## src/hdl/rx_err_mon_pkg.sv

```systemverilog
// Constants shared by the receive error statistics monitor
package rx_err_mon_pkg;

  // ----------------------------------------------------------------
  // Geometry
  // ----------------------------------------------------------------
  localparam int LINKS_DEF = 4;
  localparam int LINKS_MAX = 4;
  localparam int ADDR_W = 8;
  localparam int DATA_W = 32;

  // ----------------------------------------------------------------
  // Counter widths and limits
  // ----------------------------------------------------------------
  localparam int LEN_CNT_W = 13;
  localparam logic [12:0] LEN_CNT_MAX = 13'h1fff;
  localparam int HT_CNT_W = 12;
  localparam logic [11:0] HT_CNT_MAX = 12'hfff;
  localparam int HT_OVF_BIT = 12;
  localparam int SB_CNT_W = 12;
  localparam logic [11:0] SB_CNT_MAX = 12'hfff;

  // ----------------------------------------------------------------
  // Per-link flag byte layout
  // ----------------------------------------------------------------
  localparam int FLAG_N = 7;
  localparam int FLAG_STRIDE = 8;
  localparam int FLG_LEN_STREAM = 0;
  localparam int FLG_TRIG = 1;
  localparam int FLG_TRIG_ACK = 2;
  localparam int FLG_STREAM = 3;
  localparam int FLG_CTRL_ACK = 4;
  localparam int FLG_LINK_TEST = 5;
  localparam int FLG_HEARTBEAT = 6;

  // ----------------------------------------------------------------
  // Interrupt status layout
  // ----------------------------------------------------------------
  localparam int IRQ_W = 4;
  localparam int IRQ_LEN = 0;
  localparam int IRQ_HT = 1;
  localparam int IRQ_HT_OVF = 2;
  localparam int IRQ_SB = 3;

  // ----------------------------------------------------------------
  // Register byte offsets
  // ----------------------------------------------------------------
  localparam logic [7:0] OFS_LEN_CNT = 8'h00;
  localparam logic [7:0] OFS_HT_CNT = 8'h10;
  localparam logic [7:0] OFS_FLAGS = 8'h20;
  localparam logic [7:0] OFS_SB_CNT = 8'h24;
  localparam logic [7:0] OFS_IRQ_STAT = 8'h28;
  localparam logic [7:0] OFS_IRQ_CLR = 8'h2c;
  localparam logic [7:0] OFS_IRQ_EN = 8'h30;

  // ----------------------------------------------------------------
  // Reset values and bus answers
  // ----------------------------------------------------------------
  localparam logic [31:0] RST_ZERO = 32'h0000_0000;
  localparam logic [1:0] RESP_OKAY = 2'h0;
  localparam logic [1:0] RESP_SLVERR = 2'h2;

  typedef enum logic [2:0] {
    SEL_NONE = 3'h0,
    SEL_LEN = 3'h1,
    SEL_HT = 3'h2,
    SEL_FLAGS = 3'h3,
    SEL_SB = 3'h4,
    SEL_STAT = 3'h5,
    SEL_CLR = 3'h6,
    SEL_EN = 3'h7
  } reg_sel_e;

endpackage : rx_err_mon_pkg

```

## src/hdl/cxp_rx_error_monitor.sv

```systemverilog
// Receive error statistics monitor for a multi-link frame grabber
`timescale 1ns/100ps
module cxp_rx_error_monitor #(
  parameter int LINKS = rx_err_mon_pkg::LINKS_DEF
) (
  input wire logic clk,
  input wire logic rst_n,
  input wire logic [LINKS-1:0] len_err_evt,
  input wire logic [LINKS-1:0] len_err_stream,
  input wire logic [LINKS-1:0] hdr_fix_evt,
  input wire logic [LINKS-1:0] fix_trig_evt,
  input wire logic [LINKS-1:0] fix_trig_ack_evt,
  input wire logic [LINKS-1:0] fix_stream_evt,
  input wire logic [LINKS-1:0] fix_ctrl_ack_evt,
  input wire logic [LINKS-1:0] fix_link_test_evt,
  input wire logic [LINKS-1:0] fix_heartbeat_evt,
  input wire logic single_fix_evt,
  input wire logic [rx_err_mon_pkg::ADDR_W-1:0] awaddr,
  input wire logic [2:0] awprot,
  input wire logic awvalid,
  output logic awready,
  input wire logic [rx_err_mon_pkg::DATA_W-1:0] wdata,
  input wire logic [3:0] wstrb,
  input wire logic wvalid,
  output logic wready,
  output logic [1:0] bresp,
  output logic bvalid,
  input wire logic bready,
  input wire logic [rx_err_mon_pkg::ADDR_W-1:0] araddr,
  input wire logic [2:0] arprot,
  input wire logic arvalid,
  output logic arready,
  output logic [rx_err_mon_pkg::DATA_W-1:0] rdata,
  output logic [1:0] rresp,
  output logic rvalid,
  input wire logic rready,
  output logic irq
);
  import rx_err_mon_pkg::*;

  // ----------------------------------------------------------------
  // Elaboration check
  // ----------------------------------------------------------------
  // The map leaves room for four counters and four flag bytes only
  if (LINKS < 1 || LINKS > LINKS_MAX) begin : g_bad_links
    $error("LINKS must lie between 1 and 4");
  end

  // ----------------------------------------------------------------
  // State
  // ----------------------------------------------------------------
  typedef struct packed {
    logic [LINKS-1:0][LEN_CNT_W-1:0] len_cnt;
    logic [LINKS-1:0][HT_CNT_W-1:0] ht_cnt;
    logic [LINKS-1:0] ht_ovf;
    logic [LINKS-1:0][FLAG_N-1:0] flags;
    logic [SB_CNT_W-1:0] sb_cnt;
    logic [IRQ_W-1:0] irq_stat;
    logic [IRQ_W-1:0] irq_en;
    logic bvalid;
    logic [1:0] bresp;
    logic rvalid;
    logic [DATA_W-1:0] rdata;
    logic [1:0] rresp;
  } state_s;

  state_s st_r;
  state_s st_nxt;
  logic wr_take;
  logic rd_take;
  reg_sel_e wsel;
  reg_sel_e rsel;
  logic [IRQ_W-1:0] irq_clr;
  logic [IRQ_W-1:0] irq_evt;
  logic [FLAG_N-1:0] fix_set;

  // Address decode shared by the read and write paths
  function automatic reg_sel_e decode(input logic [ADDR_W-1:0] a);
    logic lnk_ok;
    lnk_ok = int'(a[3:2]) < LINKS;
    if (a[1:0] != 2'h0) begin
      decode = SEL_NONE;
    end else if (a[ADDR_W-1:4] == OFS_LEN_CNT[ADDR_W-1:4] && lnk_ok) begin
      decode = SEL_LEN;
    end else if (a[ADDR_W-1:4] == OFS_HT_CNT[ADDR_W-1:4] && lnk_ok) begin
      decode = SEL_HT;
    end else if (a == OFS_FLAGS) begin
      decode = SEL_FLAGS;
    end else if (a == OFS_SB_CNT) begin
      decode = SEL_SB;
    end else if (a == OFS_IRQ_STAT) begin
      decode = SEL_STAT;
    end else if (a == OFS_IRQ_CLR) begin
      decode = SEL_CLR;
    end else if (a == OFS_IRQ_EN) begin
      decode = SEL_EN;
    end else begin
      decode = SEL_NONE;
    end
  endfunction : decode

  // ----------------------------------------------------------------
  // Bus handshakes
  // ----------------------------------------------------------------
  // Address and data are taken together; no write while a response waits
  assign wr_take = awvalid & wvalid & ~st_r.bvalid;
  assign awready = wr_take;
  assign wready = wr_take;
  assign arready = ~st_r.rvalid;
  assign rd_take = arvalid & ~st_r.rvalid;
  assign wsel = decode(awaddr);
  assign rsel = decode(araddr);
  assign bvalid = st_r.bvalid;
  assign bresp = st_r.bresp;
  assign rvalid = st_r.rvalid;
  assign rdata = st_r.rdata;
  assign rresp = st_r.rresp;
  assign irq = |(st_r.irq_stat & st_r.irq_en);

  // ----------------------------------------------------------------
  // Next state
  // ----------------------------------------------------------------
  always_comb begin
    st_nxt = st_r;
    irq_evt = '0;
    irq_clr = '0;
    fix_set = '0;
    for (int i = 0; i < LINKS; i++) begin
      // Saturate so software never sees a small value after a flood
      if (len_err_evt[i] && st_r.len_cnt[i] != LEN_CNT_MAX) begin
        st_nxt.len_cnt[i] = st_r.len_cnt[i] + 13'h1;
      end
      if (len_err_evt[i] && len_err_stream[i]) begin
        st_nxt.flags[i][FLG_LEN_STREAM] = 1'b1;
      end
      // Count wraps; the sticky overflow bit tells software to ignore it
      if (hdr_fix_evt[i]) begin
        st_nxt.ht_cnt[i] = st_r.ht_cnt[i] + 12'h1;
        if (st_r.ht_cnt[i] == HT_CNT_MAX) begin
          st_nxt.ht_ovf[i] = 1'b1;
          irq_evt[IRQ_HT_OVF] = 1'b1;
        end
      end
      fix_set[FLG_TRIG] = fix_trig_evt[i];
      fix_set[FLG_TRIG_ACK] = fix_trig_ack_evt[i];
      fix_set[FLG_STREAM] = fix_stream_evt[i];
      fix_set[FLG_CTRL_ACK] = fix_ctrl_ack_evt[i];
      fix_set[FLG_LINK_TEST] = fix_link_test_evt[i];
      fix_set[FLG_HEARTBEAT] = fix_heartbeat_evt[i];
      // Flags only ever set; only reset clears them
      st_nxt.flags[i] = st_nxt.flags[i] | fix_set;
    end
    if (single_fix_evt && st_r.sb_cnt != SB_CNT_MAX) begin
      st_nxt.sb_cnt = st_r.sb_cnt + 12'h1;
    end

    // Interrupt status: a new event beats a clear in the same cycle
    irq_evt[IRQ_LEN] = |len_err_evt;
    irq_evt[IRQ_HT] = |hdr_fix_evt;
    irq_evt[IRQ_SB] = single_fix_evt;
    if (wr_take && wsel == SEL_CLR && wstrb[0]) begin
      irq_clr = wdata[IRQ_W-1:0];
    end
    st_nxt.irq_stat = (st_r.irq_stat & ~irq_clr) | irq_evt;

    // Write path
    if (st_r.bvalid && bready) begin
      st_nxt.bvalid = 1'b0;
    end
    if (wr_take) begin
      st_nxt.bvalid = 1'b1;
      st_nxt.bresp = RESP_OKAY;
      if (wsel == SEL_EN) begin
        if (wstrb[0]) begin
          st_nxt.irq_en = wdata[IRQ_W-1:0];
        end
      end else if (wsel != SEL_CLR) begin
        // Counters and flags are read-only to software
        st_nxt.bresp = RESP_SLVERR;
      end
    end

    // Read path: data registered one cycle after the address is taken
    if (st_r.rvalid && rready) begin
      st_nxt.rvalid = 1'b0;
    end
    if (rd_take) begin
      st_nxt.rvalid = 1'b1;
      st_nxt.rresp = RESP_OKAY;
      st_nxt.rdata = RST_ZERO;
      case (rsel)
        SEL_LEN: begin
          st_nxt.rdata[LEN_CNT_W-1:0] = st_r.len_cnt[araddr[3:2]];
        end
        SEL_HT: begin
          st_nxt.rdata[HT_CNT_W-1:0] = st_r.ht_cnt[araddr[3:2]];
          st_nxt.rdata[HT_OVF_BIT] = st_r.ht_ovf[araddr[3:2]];
        end
        SEL_FLAGS: begin
          for (int i = 0; i < LINKS; i++) begin
            st_nxt.rdata[i*FLAG_STRIDE +: FLAG_N] = st_r.flags[i];
          end
        end
        SEL_SB: begin
          st_nxt.rdata[SB_CNT_W-1:0] = st_r.sb_cnt;
        end
        SEL_STAT: begin
          st_nxt.rdata[IRQ_W-1:0] = st_r.irq_stat;
        end
        SEL_EN: begin
          st_nxt.rdata[IRQ_W-1:0] = st_r.irq_en;
        end
        default: begin
          // Clear register is write-only; unmapped answers an error
          st_nxt.rresp = (rsel == SEL_CLR) ? RESP_OKAY : RESP_SLVERR;
        end
      endcase
    end
  end

  // ----------------------------------------------------------------
  // Registers
  // ----------------------------------------------------------------
  always_ff @(posedge clk or negedge rst_n) begin
    if (!rst_n) begin
      st_r <= '0;
    end else begin
      st_r <= st_nxt;
    end
  end
endmodule : cxp_rx_error_monitor

```

## config.mk

```make
export PLATFORM = sky130hd
export DESIGN_NAME = cxp_rx_error_monitor
export DESIGN_NICKNAME = d
export VERILOG_FILES = /design/src/hdl/rx_err_mon_pkg.sv /design/src/hdl/cxp_rx_error_monitor.sv
export SDC_FILE = /design/constraint.sdc
export NUM_CORES = 1
export LEC_CHECK = 0
export BUFFER_PORTS_ARGS = -buffer_cell sky130_fd_sc_hd__buf_2
export CAP_MARGIN = 5
export CORE_MARGIN = 8
export CORE_UTILIZATION = 45
export CTS_CLUSTER_SIZE = 12
export DETAILED_ROUTE_END_ITERATION = 8
export PLACE_DENSITY = 0.69
export SLEW_MARGIN = 30
export SYNTH_ARGS = -nofsm -noshare
export SYNTH_HDL_FRONTEND = slang
export SYNTH_SLANG_ARGS = --single-unit
```

## constraint.sdc

```tcl
create_clock -name clk -period 3.3 [get_ports clk]
set_input_delay 0.495 -clock clk [delete_from_list [all_inputs] [get_ports clk]]
set_output_delay 0.495 -clock clk [all_outputs]
set_load 0.02 [all_outputs]
```

# ---- Word-level counts from Yosys, hierarchy flattened
# Cells that the tools add are included.
dict set report op_classes {
  div 0
  reduce_logical 28
  mul 0
  n_eq_ne 31
  n_mux 51
  bitwise 13
  shift 0
  add_sub_neg 9
  n_lt_le_gt_ge 1
}
# op n
set op_table {}
lappend op_table {{$eq 8x6->1 const B} 10}
lappend op_table {{$add 12x1->12 const B} 5}
lappend op_table {{$add 13x1->13 const B} 4}
lappend op_table {{$ne 13x13->1 const B} 4}
lappend op_table {{$mux 3} 17}
lappend op_table {{$eq 12x12->1 const B} 4}
lappend op_table {{$mux 35} 1}
lappend op_table {{$or 7x7->7} 4}
lappend op_table {{$bmux 13 s2} 1}
lappend op_table {{$bmux 12 s2} 1}
lappend op_table {{$pmux 4 s6} 1}
lappend op_table {{$eq 3x3->1 const B} 6}
lappend op_table {{$pmux 4 s4} 1}
lappend op_table {{$mux 1} 15}
lappend op_table {{$mux 7} 2}
lappend op_table {{$logic_and 1x1->1} 13}
lappend op_table {{$mux 13} 1}
lappend op_table {{$mux 12} 1}
lappend op_table {{$ne 12x12->1 const B} 1}
lappend op_table {{$pmux 3 s4} 1}
lappend op_table {{$reduce_or 4->1} 3}
lappend op_table {{$mux 2} 5}
lappend op_table {{$and 4x4->4} 2}
lappend op_table {{$eq 4x1->1 const B} 2}
lappend op_table {{16 further kinds} 28}
dict set report totals {
  regBits 187
  rom_bits 0
  input_bits 102
  ram_bits 0
  memories 0
  latchBits 0
  elab_cells 157
  output_inout_bits 42
}

# ---- Logic depth before layout (Yosys ltp)
# Gate-level depths: netlist of the first run.
dict set report logic_depth {
  ltp_word 16
  ltp_mapped 7
  mapped_depth_nobuf 6
}

# ---- Worst setup path before layout of the first run
# Ideal clock, no wire load.
dict set report synth_timing {
  path_type {input port to flip-flop}
  from {input port araddr[3] (netlist bit)}
  to {register st_r (netlist bit rdata[12])}
  required_ps 3178
  path_buffers 2
  setup_slack_ps 1404
  stages 6
  t_arrival_ps 1774
  setup_time_ps 122
  path_cell_list {buf_2 buf_2 mux4_2 a32oi_1 nand2_1 a32o_1}
}
dict set report synth_via {
  elab_chain_cells 11
  word_cells_on_any_way 21
  cone_classes {eq/ne (8); mux (13)}
}
# item line_no
set synth_rtl {}
lappend synth_rtl {{start, declared} cxp_rx_error_monitor.sv:29} ;# input wire logic [rx_err_mon_pkg::ADDR_W-1:0] araddr,
lappend synth_rtl {{$eq 8x6->1} cxp_rx_error_monitor.sv:95} ;# end else if (a == OFS_IRQ_EN) begin
lappend synth_rtl {{$mux 3} cxp_rx_error_monitor.sv:95}
lappend synth_rtl {{$mux 3} cxp_rx_error_monitor.sv:93} ;# end else if (a == OFS_IRQ_CLR) begin
lappend synth_rtl {{$mux 3} cxp_rx_error_monitor.sv:91} ;# end else if (a == OFS_IRQ_STAT) begin
lappend synth_rtl {{$mux 3} cxp_rx_error_monitor.sv:89} ;# end else if (a == OFS_SB_CNT) begin
lappend synth_rtl {{$mux 3} cxp_rx_error_monitor.sv:87} ;# end else if (a == OFS_FLAGS) begin
lappend synth_rtl {{$mux 3} cxp_rx_error_monitor.sv:85} ;# end else if (a[ADDR_W-1:4] == OFS_HT_CNT[ADDR_W-1:4] && lnk_ok) begin
lappend synth_rtl {{$mux 3} cxp_rx_error_monitor.sv:83} ;# end else if (a[ADDR_W-1:4] == OFS_LEN_CNT[ADDR_W-1:4] && lnk_ok) begin
lappend synth_rtl {{$mux 3} cxp_rx_error_monitor.sv:81} ;# if (a[1:0] != 2'h0) begin
lappend synth_rtl {{$eq 3x2->1 / $eq 3x1->1 (equally long branches)} cxp_rx_error_monitor.sv:191} ;# case (rsel)
lappend synth_rtl {{$pmux 1 s3 (*)} cxp_rx_error_monitor.sv:191}
lappend synth_rtl {{end signal, assigned} cxp_rx_error_monitor.sv:228} ;# st_r <= st_nxt;
lappend synth_rtl {{end, declared} cxp_rx_error_monitor.sv:67} ;# state_s st_r;
# Every way passes the cells marked *; elsewhere a longest branch is shown, timed or not. The select of a mux whose other input is x is not followed.
# A chain may end at the register's enable or synchronous reset.

# ---- Worst setup path in the final report of the first run
dict set report layout_timing {
  from {input port araddr[2] (netlist bit)}
  to {register st_r (netlist bit rdata[2])}
}
dict set report layout_via {
  elab_chain_cells 11
  word_cells_on_any_way 24
  cone_classes {eq/ne (11); mux (13)}
}
# item line_no
set layout_rtl {}
lappend layout_rtl {{$eq 8x6->1} cxp_rx_error_monitor.sv:95}
lappend layout_rtl {{$mux 3} cxp_rx_error_monitor.sv:95}
lappend layout_rtl {{$mux 3} cxp_rx_error_monitor.sv:93}
lappend layout_rtl {{$mux 3} cxp_rx_error_monitor.sv:91}
lappend layout_rtl {{$mux 3} cxp_rx_error_monitor.sv:89}
lappend layout_rtl {{$mux 3} cxp_rx_error_monitor.sv:87}
lappend layout_rtl {{$mux 3} cxp_rx_error_monitor.sv:85}
lappend layout_rtl {{$mux 3} cxp_rx_error_monitor.sv:83}
lappend layout_rtl {{$mux 3} cxp_rx_error_monitor.sv:81}
lappend layout_rtl {{$eq 3x3->1, or another cell as far along} cxp_rx_error_monitor.sv:191}
lappend layout_rtl {{$pmux 4 s6 (*)} cxp_rx_error_monitor.sv:191}
# Marks and branches as above.

==> run summary, run 1 <==
SETUP PATH
--------------------------------------------------------------------------------
Data required time of the critical path                                  3620 ps
R2r startpoint                                                         st_r[177]
Sort of element at the end of the critical path                             flop
Startpoint class of the critical path                                 input port
Worst EP arrival                                                         2330 ps
Setup Crit Path Kind                                                   in -> reg
Crit path max fanout                                                          32
Critical path startpoint                                               araddr[2]
Number of cells on the worst reg-to-reg path                                   4

POWER
--------------------------------------------------------------------------------
P_leak                                                                0.00451 µW
Cell area power density                                               632 nW/µm²
Sum of internal, switching and leakage power                             6420 µW
VDD IR max                                                              0.334 mV

GLOBAL ROUTE
--------------------------------------------------------------------------------
Largest net degree at the start of global routing                             99
Number of antenna violations at the first check in global routing              1
GRT overflow                                                                   0
Global-route wire length before repair                                 32,500 µm
Vias in the first global route                                             6,183
Global Route Usage Sum                                                     0.169

CTS
--------------------------------------------------------------------------------
TritonCTS clock tree                                                        done
Post_cts resized                                                               0
H-tree Lvls                                                                    4
TritonCTS sink count                                                         185
Count of buffers added by post-CTS timing repair for setup                     0
Clk slew on worst S/H paths                                                80 ps
CTS root buffer                                                        clkbuf_16
Maximum buffer depth of the clock tree                                         2
Number of buffers created by CTS                                              17
Latest clock arrival within the worst-skew pair                           440 ps
Hold buffers post-CTS                                                          0

LOGIC SYNTHESIS
--------------------------------------------------------------------------------
YS warnings                                                                    0
Number of enable flip-flop cells after synthesis                               0
Post-Syn Area                                                           9030 µm²
Most used standard cells in the synthesized netlist                 185 x dfrtp_1, 64 x nand2_1, 60 x xnor2_1
Share of async-settable or async-resettable flops after synthesis           1.00
Count of different cell masters after synthesis                               56
Post-synth top area share                                                  0.513
Biggest area contributors in the synthesized netlist                dfrtp_1 51%, mux4_2 6.0%, xnor2_1 5.8%
Most common cell in the netlist                                          dfrtp_1
Mean post-synth cell area                                               11.5 µm²
Cells after synthesis                                                        784
Fraction of the yosys area taken by sequential cells                       0.513
Flip-flop and latch count after synthesis                                    185
Most frequently used flop master after synthesis                         dfrtp_1
Cell accounting for the most synthesized area                            dfrtp_1

MIN PATH
--------------------------------------------------------------------------------
Class of the tightest hold or removal check                          in -> async

STA
--------------------------------------------------------------------------------
Fmax                                                                     497 MHz
Tcrit/Tclk final                                                           0.610
Final setup fails                                                              0
Transition time at the pin with the least slew margin                     907 ps
Clock tree skew after final layout                                       11.1 ps
Crit path time final                                                     2010 ps
Number of pins with negative max-slew slack in the final report                0
Slew HR                                                                    0.395
Hold violation total from the final report                                     0
Final sum of negative setup slack                                           0 ps
Unrepaired setup endpoints after global routing                            false

PLACEMENT
--------------------------------------------------------------------------------
Buffers added on ports                                                       101
Half-perimeter wire length of the detailed placement result            14,900 µm
Routability congestion estimate                                            0.840

FLOORPLAN
--------------------------------------------------------------------------------
Chip Width                                                                158 µm
CORE AREA                                                             20,000 µm²
Number of placement rows                                                      52
Number of placed I/O pins                                                    144
Initial cell density of the core                                           0.452
Die Footprint                                                         24,800 µm²
Vertical extent of the die                                                158 µm

FINAL LAYOUT
--------------------------------------------------------------------------------
Area of combinational cells with multiple inputs                        3970 µm²
Final core utilization                                                     0.508
Fraction of final layout cells sized beyond drive strength 1               0.262
# fillers                                                                  1,758
Synth-to-Final Area Change                                                 12.5%
Register Area                                                           4630 µm²
Number of antenna diodes                                                       0
Fin nets                                                                     965

DRT
--------------------------------------------------------------------------------
Via count                                                                  6,238
Count of nets left with antenna violations after detail routing                0
TritonRoute pass-1 iters                                                       5
Number of vias per cell                                                     5.49
Total routed wirelength                                                20,200 µm
Detailed Route Iter0 Violations                                              440
DR WL/cell                                                               17.7 µm
Drt drc                                                                        0

RUN STATUS
--------------------------------------------------------------------------------
Outcome                                                             finished, final reports clean

FLOW RUN
--------------------------------------------------------------------------------
MaxCap Viol Count                                                              0

[placed cells by master, fill, tap and decap left out, drive strengths merged, types with 4 or more instances in the layout]
cell      n
a211oi    5
a21o      5
a21oi    13
a22o     17
a22oi    11
a31oi    12
a41oi     6
and3     14
and4     13
buf     104
clkbuf   18
conb      5
dfrtp   185
ha        9
inv      22
mux2     22
mux2i    11
mux4     24
nand2    64
nand2b    5
nand3    39
nand4    34
nor2     43
nor2b     5
nor3     11
nor4      4
o21ai    20
or2      26
xnor2    60
xor2     29
[metal layers]
metal	wire length (µm)	up-vias	global-route usage	part of all wire
met1	9190	3093	0.227	0.46
met2	9410	168	0.264	0.47
met3	1170	30	0.0385	0.058
li1	-	2945	-	-
met4	387	2	0.0589	0.019
met5	13	-	0	0.00064
[state kept, by name, summed over array words and instances (netlist names)]
name,flops
bvalid,1
rvalid,1
st_r,152
bresp,1
rdata,29
rresp,1
[worst max-delay path: stages]
cell      delay [ps]
buf_2            640
buf_4            380
nor2b_1           70
a211oi_1         210
a211oi_1          80
o21ai_0          300
a31oi_1          110
[final timing paths]
check / end / slack, ps
max in group asynchronous: st_r[178] / 2430
min in group clk: st_r[82] / 230
worst min register to register: st_r[62] / 470
worst min-delay path: st_r[116] / 140
worst max-delay path: rdata[2] / 1290
worst max register to register: st_r[178] / 1480
[kinds of logic (layout without fill, tap and decap cells)]
group | count (synthesis) | count (layout) | synth area share
other | 1 | 5 | 0.000415
AOI/OAI and AO/OA | 101 | 101 | 0.0801
xor gates and xnor gates | 89 | 89 | 0.0863
DFF | 185 | 185 | 0.513
and+or+nand+nor | 271 | 271 | 0.159
buffers and inverters | 71 | 150 | 0.0491
adders and majority gates | 9 | 9 | 0.0125
muxes | 57 | 57 | 0.0995
[stage by stage]
| step | worst slack [ps] | hold slack, ps | instances | instance area, µm² |
|---|---|---|---|---|
| finish | 1290 | 143 | 1137 | 10200 |
| global route | 1080 | 205 | 1137 | 10200 |
| CTS | 1300 | 174 | 1137 | 10200 |
| detailed placement | 839 | 454 | 1105 | 9560 |
| global placement | 848 | 443 | 1105 | 9560 |
| floorplan | 1400 | 199 | 788 | 9040 |
[layout make-up]
type                            instances  area share
Clock buffer                           17      0.0419
Timing Repair Buffer                  105      0.0561
Clock inverter                         15      0.0170
Inverter                               13     0.00481
Sequential cell                       185       0.456
Tap cell                              270      0.0333
Multi-Input combinational cell        532       0.391
[where the power goes]
group          leakage [µW]  switching, µW  total [µW]  internal, µW
logic               0.00194            535        1140           604
registers           0.00227            558        3210          2650
clock network      0.000289            981        2070          1090
No activity file was read; power rests on OpenSTA's default activity.
==> run 2, diff against run 1 <==
- clock period: 3.3 -> 2.1 ns (I/O delays scaled with it)
==> run 2 against run 1 <==
Worst setup slack worse by 990 ps. Critical path depth is 3 lower. Largest power group unchanged. Sequential power is 56% higher. Total power is 58% higher. Critical path type is now reg -> reg.
==> run summary, run 2 (synthesis gave the netlist of run 1 again) <==
RUN STATUS
--------------------------------------------------------------------------------
Outcome                                                             finished, final reports clean

POWER
--------------------------------------------------------------------------------
Int Power                                                                6860 µW
P_leak                                                                0.00459 µW
Net Sw Frac                                                                0.324
Cell area power density                                               983 nW/µm²
Proportion of power drawn by the clock network                             0.322
Combinational power share                                                  0.183
Share of total power in sequential cells                                   0.495
VDD IR max                                                              0.472 mV
Power dissipated by switching net loads                                  3290 µW

DRT
--------------------------------------------------------------------------------
Count of nets left with antenna violations after detail routing                0
DR WL/cell                                                               17.8 µm
Number of vias per cell                                                     5.47
Via count                                                                  6,288
TritonRoute pass-1 iters                                                       5
Drt drc                                                                        0
Detailed Route Iter0 Violations                                              384
Total routed wirelength                                                20,500 µm

SETUP PATH
--------------------------------------------------------------------------------
Sequence of cells on the critical path                              ha_1 -> and3_1 -> a41oi_2 -> mux2_2
Worst path depth                                                               4
Crit path max fanout                                                           8
Startpoint class of the critical path                                       flop
Crit-path slowest cell                                                   dfrtp_1
Data required time of the critical path                                  2420 ps
Largest delay share family, worst path                                flip-flops
Setup slack of the most critical reg-to-reg path                          300 ps
Total buffers and inverters traversed by the critical path                     0
Sort of element at the end of the critical path                             flop
Number of cells on the worst reg-to-reg path                                   4
Largest stage delay on the critical path                                  450 ps
Setup Crit Path Kind                                                  reg -> reg
Worst EP arrival                                                         2130 ps

STA
--------------------------------------------------------------------------------
Transition time at the pin with the least slew margin                     582 ps
Number of pins with negative max-slew slack in the final report                0
Fmax                                                                     554 MHz
Hold Worst Slack                                                         64.2 ps
Final setup fails                                                              0
Crit path time final                                                     1800 ps
Tcrit/Tclk final                                                           0.859
Clock tree skew after final layout                                       8.48 ps
Slew HR                                                                    0.608
Unrepaired setup endpoints after global routing                            false
Post-layout worst setup margin                                            296 ps
Hold violation total from the final report                                     0
Final sum of negative setup slack                                           0 ps

CTS
--------------------------------------------------------------------------------
H-tree Lvls                                                                    4
Maximum buffer depth of the clock tree                                         2
Number of buffers created by CTS                                              17
Clk slew on worst S/H paths                                                80 ps
TritonCTS clock tree                                                        done
Latest clock arrival within the worst-skew pair                           430 ps
TritonCTS sink count                                                         185
Count of buffers added by post-CTS timing repair for setup                     0
CTS root buffer                                                        clkbuf_16

PLACEMENT
--------------------------------------------------------------------------------
Routability congestion estimate                                            0.839
Half-perimeter wire length of the detailed placement result            15,300 µm
Worst setup timing slack at the placement stage                           270 ps
Buffers added on ports                                                       101

GLOBAL ROUTE
--------------------------------------------------------------------------------
Global-route wire length before repair                                 33,400 µm
GRT overflow                                                                   0
Largest net degree at the start of global routing                             62
Global Route Usage Sum                                                     0.173
Vias in the first global route                                             6,255
Number of antenna violations at the first check in global routing              0

FINAL LAYOUT
--------------------------------------------------------------------------------
Commonest cells after routing, fill and taps aside                  185 x dfrtp_1, 100 x buf_2, 64 x nand2_1, 60 x xnor2_1, 42 x nor2_1
Synth-to-Final Area Change                                                 14.3%
Max reg flops                                                                152
Commonest non-fill, non-tap cell in the layout                           dfrtp_1
# fillers                                                                  1,775
Number of antenna diodes                                                       0
Biggest register                                                            st_r
Fraction of final layout cells sized beyond drive strength 1               0.272
Fin nets                                                                     978

MIN PATH
--------------------------------------------------------------------------------
Class of the tightest hold or removal check                            in -> reg
WHS Path Cells                                                                 2

FLOW RUN
--------------------------------------------------------------------------------
MaxCap Viol Count                                                              0

FLOORPLAN
--------------------------------------------------------------------------------
Number of placed I/O pins                                                    144
Die Footprint                                                         24,800 µm²
Initial cell density of the core                                           0.452
Number of placement rows                                                      52
Vertical extent of the die                                                158 µm
Chip Width                                                                158 µm
CORE AREA                                                             20,000 µm²

## run 2: final cells by class
class | instances | area, µm² | share of cell area
clock buffer | 17 | 425 | 0.0412
clock inverter | 15 | 185 | 0.0180
inverter | 13 | 48.8 | 0.00473
multi-input combinational | 532 | 3970 | 0.385
sequential | 185 | 4630 | 0.449
tap | 270 | 338 | 0.0327
timing repair buffer | 118 | 719 | 0.0697
## run 2: per-layer routing
metal	vias to the layer above	global-route usage	part of all wire
li1	2963	-	-
met1	3149	0.232	0.45
met2	150	0.270	0.48
met3	26	0.0369	0.056
met4	0	0.0630	0.020
met5	-	0	0
## run 2: worst reg2reg max path, delay by kind of cell, from the launching register on
family	cells	cell delay (ps)
flip-flops	1	450
multiplexers	1	390
AND/OR/NAND/NOR	1	210
adder cells (fa/ha/maj)	1	240
AO/OA/AOI/OAI	1	410
## run 2: power groups by stage
stage | combinational, µW | clock (µW) | sequential (µW)
6_report | 1850 | 3270 | 5020
2_1_floorplan | 1380 | 0 | 4800
3_5_place_dp | 1860 | 0 | 5070
4_1_cts | 1870 | 3340 | 5020
3_3_place_gp | 1790 | 0 | 5060
5_1_grt | 2090 | 3490 | 5130
## run 2: through the flow
step / cell area, µm² / power, µW / cells / utilization
finish: 10300 / 10100 / 1150 / 0.516
floorplan: 9040 / 6180 / 788 / -
detailed placement: 9700 / 6930 / 1117 / 0.485
global placement: 9700 / 6850 / 1117 / 0.485
CTS: 10300 / 10200 / 1150 / 0.516
global route: 10300 / 10700 / 1150 / 0.516
## run 2: timing repair
action,4_1_cts,5_1_grt
hold buffers,1,0
resized for setup,0,0
hold endpoints to repair,55,0
## run 2: path summary, 6_finish.rpt
| check | startpoint | to |
|---|---|---|
| max | st_r[177] | st_r[178] |
| min | fix_stream_evt[3] | st_r[82] |
| max reg2reg | st_r[177] | st_r[178] |
| min reg2reg | st_r[66] | st_r[66] |
| max in group asynchronous | rst_n | st_r[70] |
| min in group asynchronous | rst_n | st_r[90] |
==> run 3, diff against run 2 <==
- CAP_MARGIN: 5 -> unset
- SETUP_SLACK_MARGIN: unset -> 0.5
==> run 3 against run 2 <==
Critical path depth increased by 1. Total power is 3.3% higher. Flip-flop and latch count unchanged. First-iteration DRC count fell by 13%. Die area did not move. Utilization is 2.2 points higher. Via count is 4.6% higher. Cell area rose by 4.2%. Register-to-register slack improved by 160 ps. Count of clock-buffer cells in the layout unchanged. Fmax grew 9.9%. Critical path type unchanged.
==> run summary, run 3 (synthesis gave the netlist of run 1 again) <==
GLOBAL ROUTE
--------------------------------------------------------------------------------
Largest net degree at the start of global routing                             52
Global Route Usage Sum                                                     0.176
Global-route wire length before repair                                 33,900 µm
Vias in the first global route                                             6,409
Number of antenna violations at the first check in global routing              1
GRT overflow                                                                   0

FLOORPLAN
--------------------------------------------------------------------------------
Number of placement rows                                                      52
CORE AREA                                                             20,000 µm²
Die Footprint                                                         24,800 µm²
Number of placed I/O pins                                                    144
Initial cell density of the core                                           0.452
Vertical extent of the die                                                158 µm
Chip Width                                                                158 µm

PLACEMENT
--------------------------------------------------------------------------------
Dpl cell area                                                           9680 µm²
Buffers added on ports                                                       101
Half-perimeter wire length of the detailed placement result            15,500 µm
Routability congestion estimate                                            0.837

CTS
--------------------------------------------------------------------------------
TritonCTS clock tree                                                        done
Latest clock arrival within the worst-skew pair                           440 ps
Maximum buffer depth of the clock tree                                         2
H-tree Lvls                                                                    4
CTS root buffer                                                        clkbuf_16
Number of buffers created by CTS                                              17
Clk slew on worst S/H paths                                                80 ps
TritonCTS sink count                                                         185

DRT
--------------------------------------------------------------------------------
Number of vias per cell                                                     5.55
Total routed wirelength                                                21,400 µm
DR WL/cell                                                               18.0 µm
Drt drc                                                                        0
Via count                                                                  6,576
Count of nets left with antenna violations after detail routing                0
Detailed Route Iter0 Violations                                              333
TritonRoute pass-1 iters                                                       5

SETUP PATH
--------------------------------------------------------------------------------
Reg-to-Reg End                                                         st_r[178]
Number of cells on the worst reg-to-reg path                                   5
R2r startpoint                                                         st_r[178]
Crit-path slowest cell                                                   dfrtp_1
Sort of element at the end of the critical path                             flop
Crit path max fanout                                                           5
Critical path startpoint                                               st_r[178]
Setup slack of the most critical reg-to-reg path                          460 ps
Data required time of the critical path                                  2430 ps
Sequence of cells on the critical path                              ha_4 -> and3_4 -> a41oi_4 -> buf_6 -> mux2_4
Setup Crit Path Kind                                                  reg -> reg
Startpoint class of the critical path                                       flop
Largest stage delay on the critical path                                  430 ps
Worst EP arrival                                                         1970 ps

STA
--------------------------------------------------------------------------------
Tcrit/Tclk final                                                           0.782
Fmax                                                                     609 MHz
Slew HR                                                                    0.604
Number of pins with negative max-slew slack in the final report                0
Final setup fails                                                              0
Clock tree skew after final layout                                       7.97 ps
Unrepaired setup endpoints after global routing                             true
Hold violation total from the final report                                     0
Final sum of negative setup slack                                           0 ps
Crit path time final                                                     1640 ps
Transition time at the pin with the least slew margin                     589 ps

FINAL LAYOUT
--------------------------------------------------------------------------------
Commonest cells after routing, fill and taps aside                  169 x dfrtp_1, 96 x buf_2, 60 x nand2_1, 60 x xnor2_1, 48 x buf_4
Number of antenna diodes                                                       0
Fin nets                                                                   1,013
Synth-to-Final Area Change                                                 19.1%
Max reg flops                                                                152
Commonest non-fill, non-tap cell in the layout                           dfrtp_1
# fillers                                                                  1,669
Fraction of final layout cells sized beyond drive strength 1               0.353
Biggest register                                                            st_r
Finished Cell Area                                                    10,800 µm²

MIN PATH
--------------------------------------------------------------------------------
Class of the tightest hold or removal check                            in -> reg
Start point of the worst hold path                                  fix_heartbeat_evt[3]
Capture endpoint of the worst hold path                                 st_r[85]
WHS Path Cells                                                                 2

FLOW RUN
--------------------------------------------------------------------------------
MaxCap Viol Count                                                              0

RUN STATUS
--------------------------------------------------------------------------------
Outcome                                                             finished, final reports clean

POWER
--------------------------------------------------------------------------------
VDD IR max                                                              0.515 mV
Sum of internal, switching and leakage power                           10,500 µW
P_leak                                                                0.00475 µW
Cell area power density                                               975 nW/µm²

## run 3: changes by cell type in the layout (fill, tap and decap cells not counted), sizes merged
cell | before | now
buf | 116 | 150
clkinv | 5 | 7
clkinvlp | 2 | 0
bufinv | 1 | 0
clkbuf | 18 | 19
inv | 20 | 21
## run 3: area by class of cell
cell class	count	area, µm²	area share
Sequential cell	185	4650	0.432
Clock buffer	17	425	0.0396
Multi-Input combinational cell	532	4150	0.386
Inverter	13	48.8	0.00454
Tap cell	270	338	0.0314
Clock inverter	15	176	0.0164
Timing Repair Buffer	153	966	0.0899
## run 3: worst max-delay path by stage
stage / cells after the start / to
4_1_cts: 6 / st_r[170]
2_1_floorplan: 4 / st_r[178]
3_3_place_gp: 6 / rdata[6]
5_1_grt: 5 / st_r[173]
6_report: 5 / st_r[178]
3_5_place_dp: 6 / rdata[8]
## run 3: per-layer routing
metal,global-route usage,wire length [µm],up-vias
li1,-,-,3028
met1,0.230,9140,3313
met2,0.273,10300,191
met3,0.0369,1290,42
met4,0.0839,646,2
met5,0,10,-
## run 3: repair_timing
action	in CTS	in global routing
pin swaps	4	15
setup buffers	12	20
hold buffers	1	0
resized for setup	25	43
cloned	0	0
endpoints found under the setup margin	23	49
hold endpoints to repair	37	0
## run 3: critical path, delay by kind of cell, from the launching register on
| family | cells | cell delay, ps |
|---|---|---|
| AO/OA/AOI/OAI | 1 | 280 |
| adder cells (fa/ha/maj) | 1 | 180 |
| multiplexers | 1 | 290 |
| buffers and inverters | 1 | 160 |
| AND/OR/NAND/NOR | 1 | 190 |
| flip-flops | 1 | 430 |
## run 3: report_power, final
group	internal [µW]	switching [µW]	total [µW]	leakage (µW)
logic	1240	1020	2260	0.00221
registers	4190	855	5050	0.00225
clock network	1610	1560	3170	0.000293
## run 3: per-stage QoR
stage | hold WS (ps) | util | std cells | worst slack [ps]
after floorplan | 19.4 | - | 788 | 504
after global placement | 267 | 0.485 | 1120 | 210
after detailed placement | 268 | 0.485 | 1120 | 185
after CTS | 47.2 | 0.524 | 1165 | 498
after global routing | 39.6 | 0.538 | 1185 | 412
final | 60.2 | 0.538 | 1185 | 459
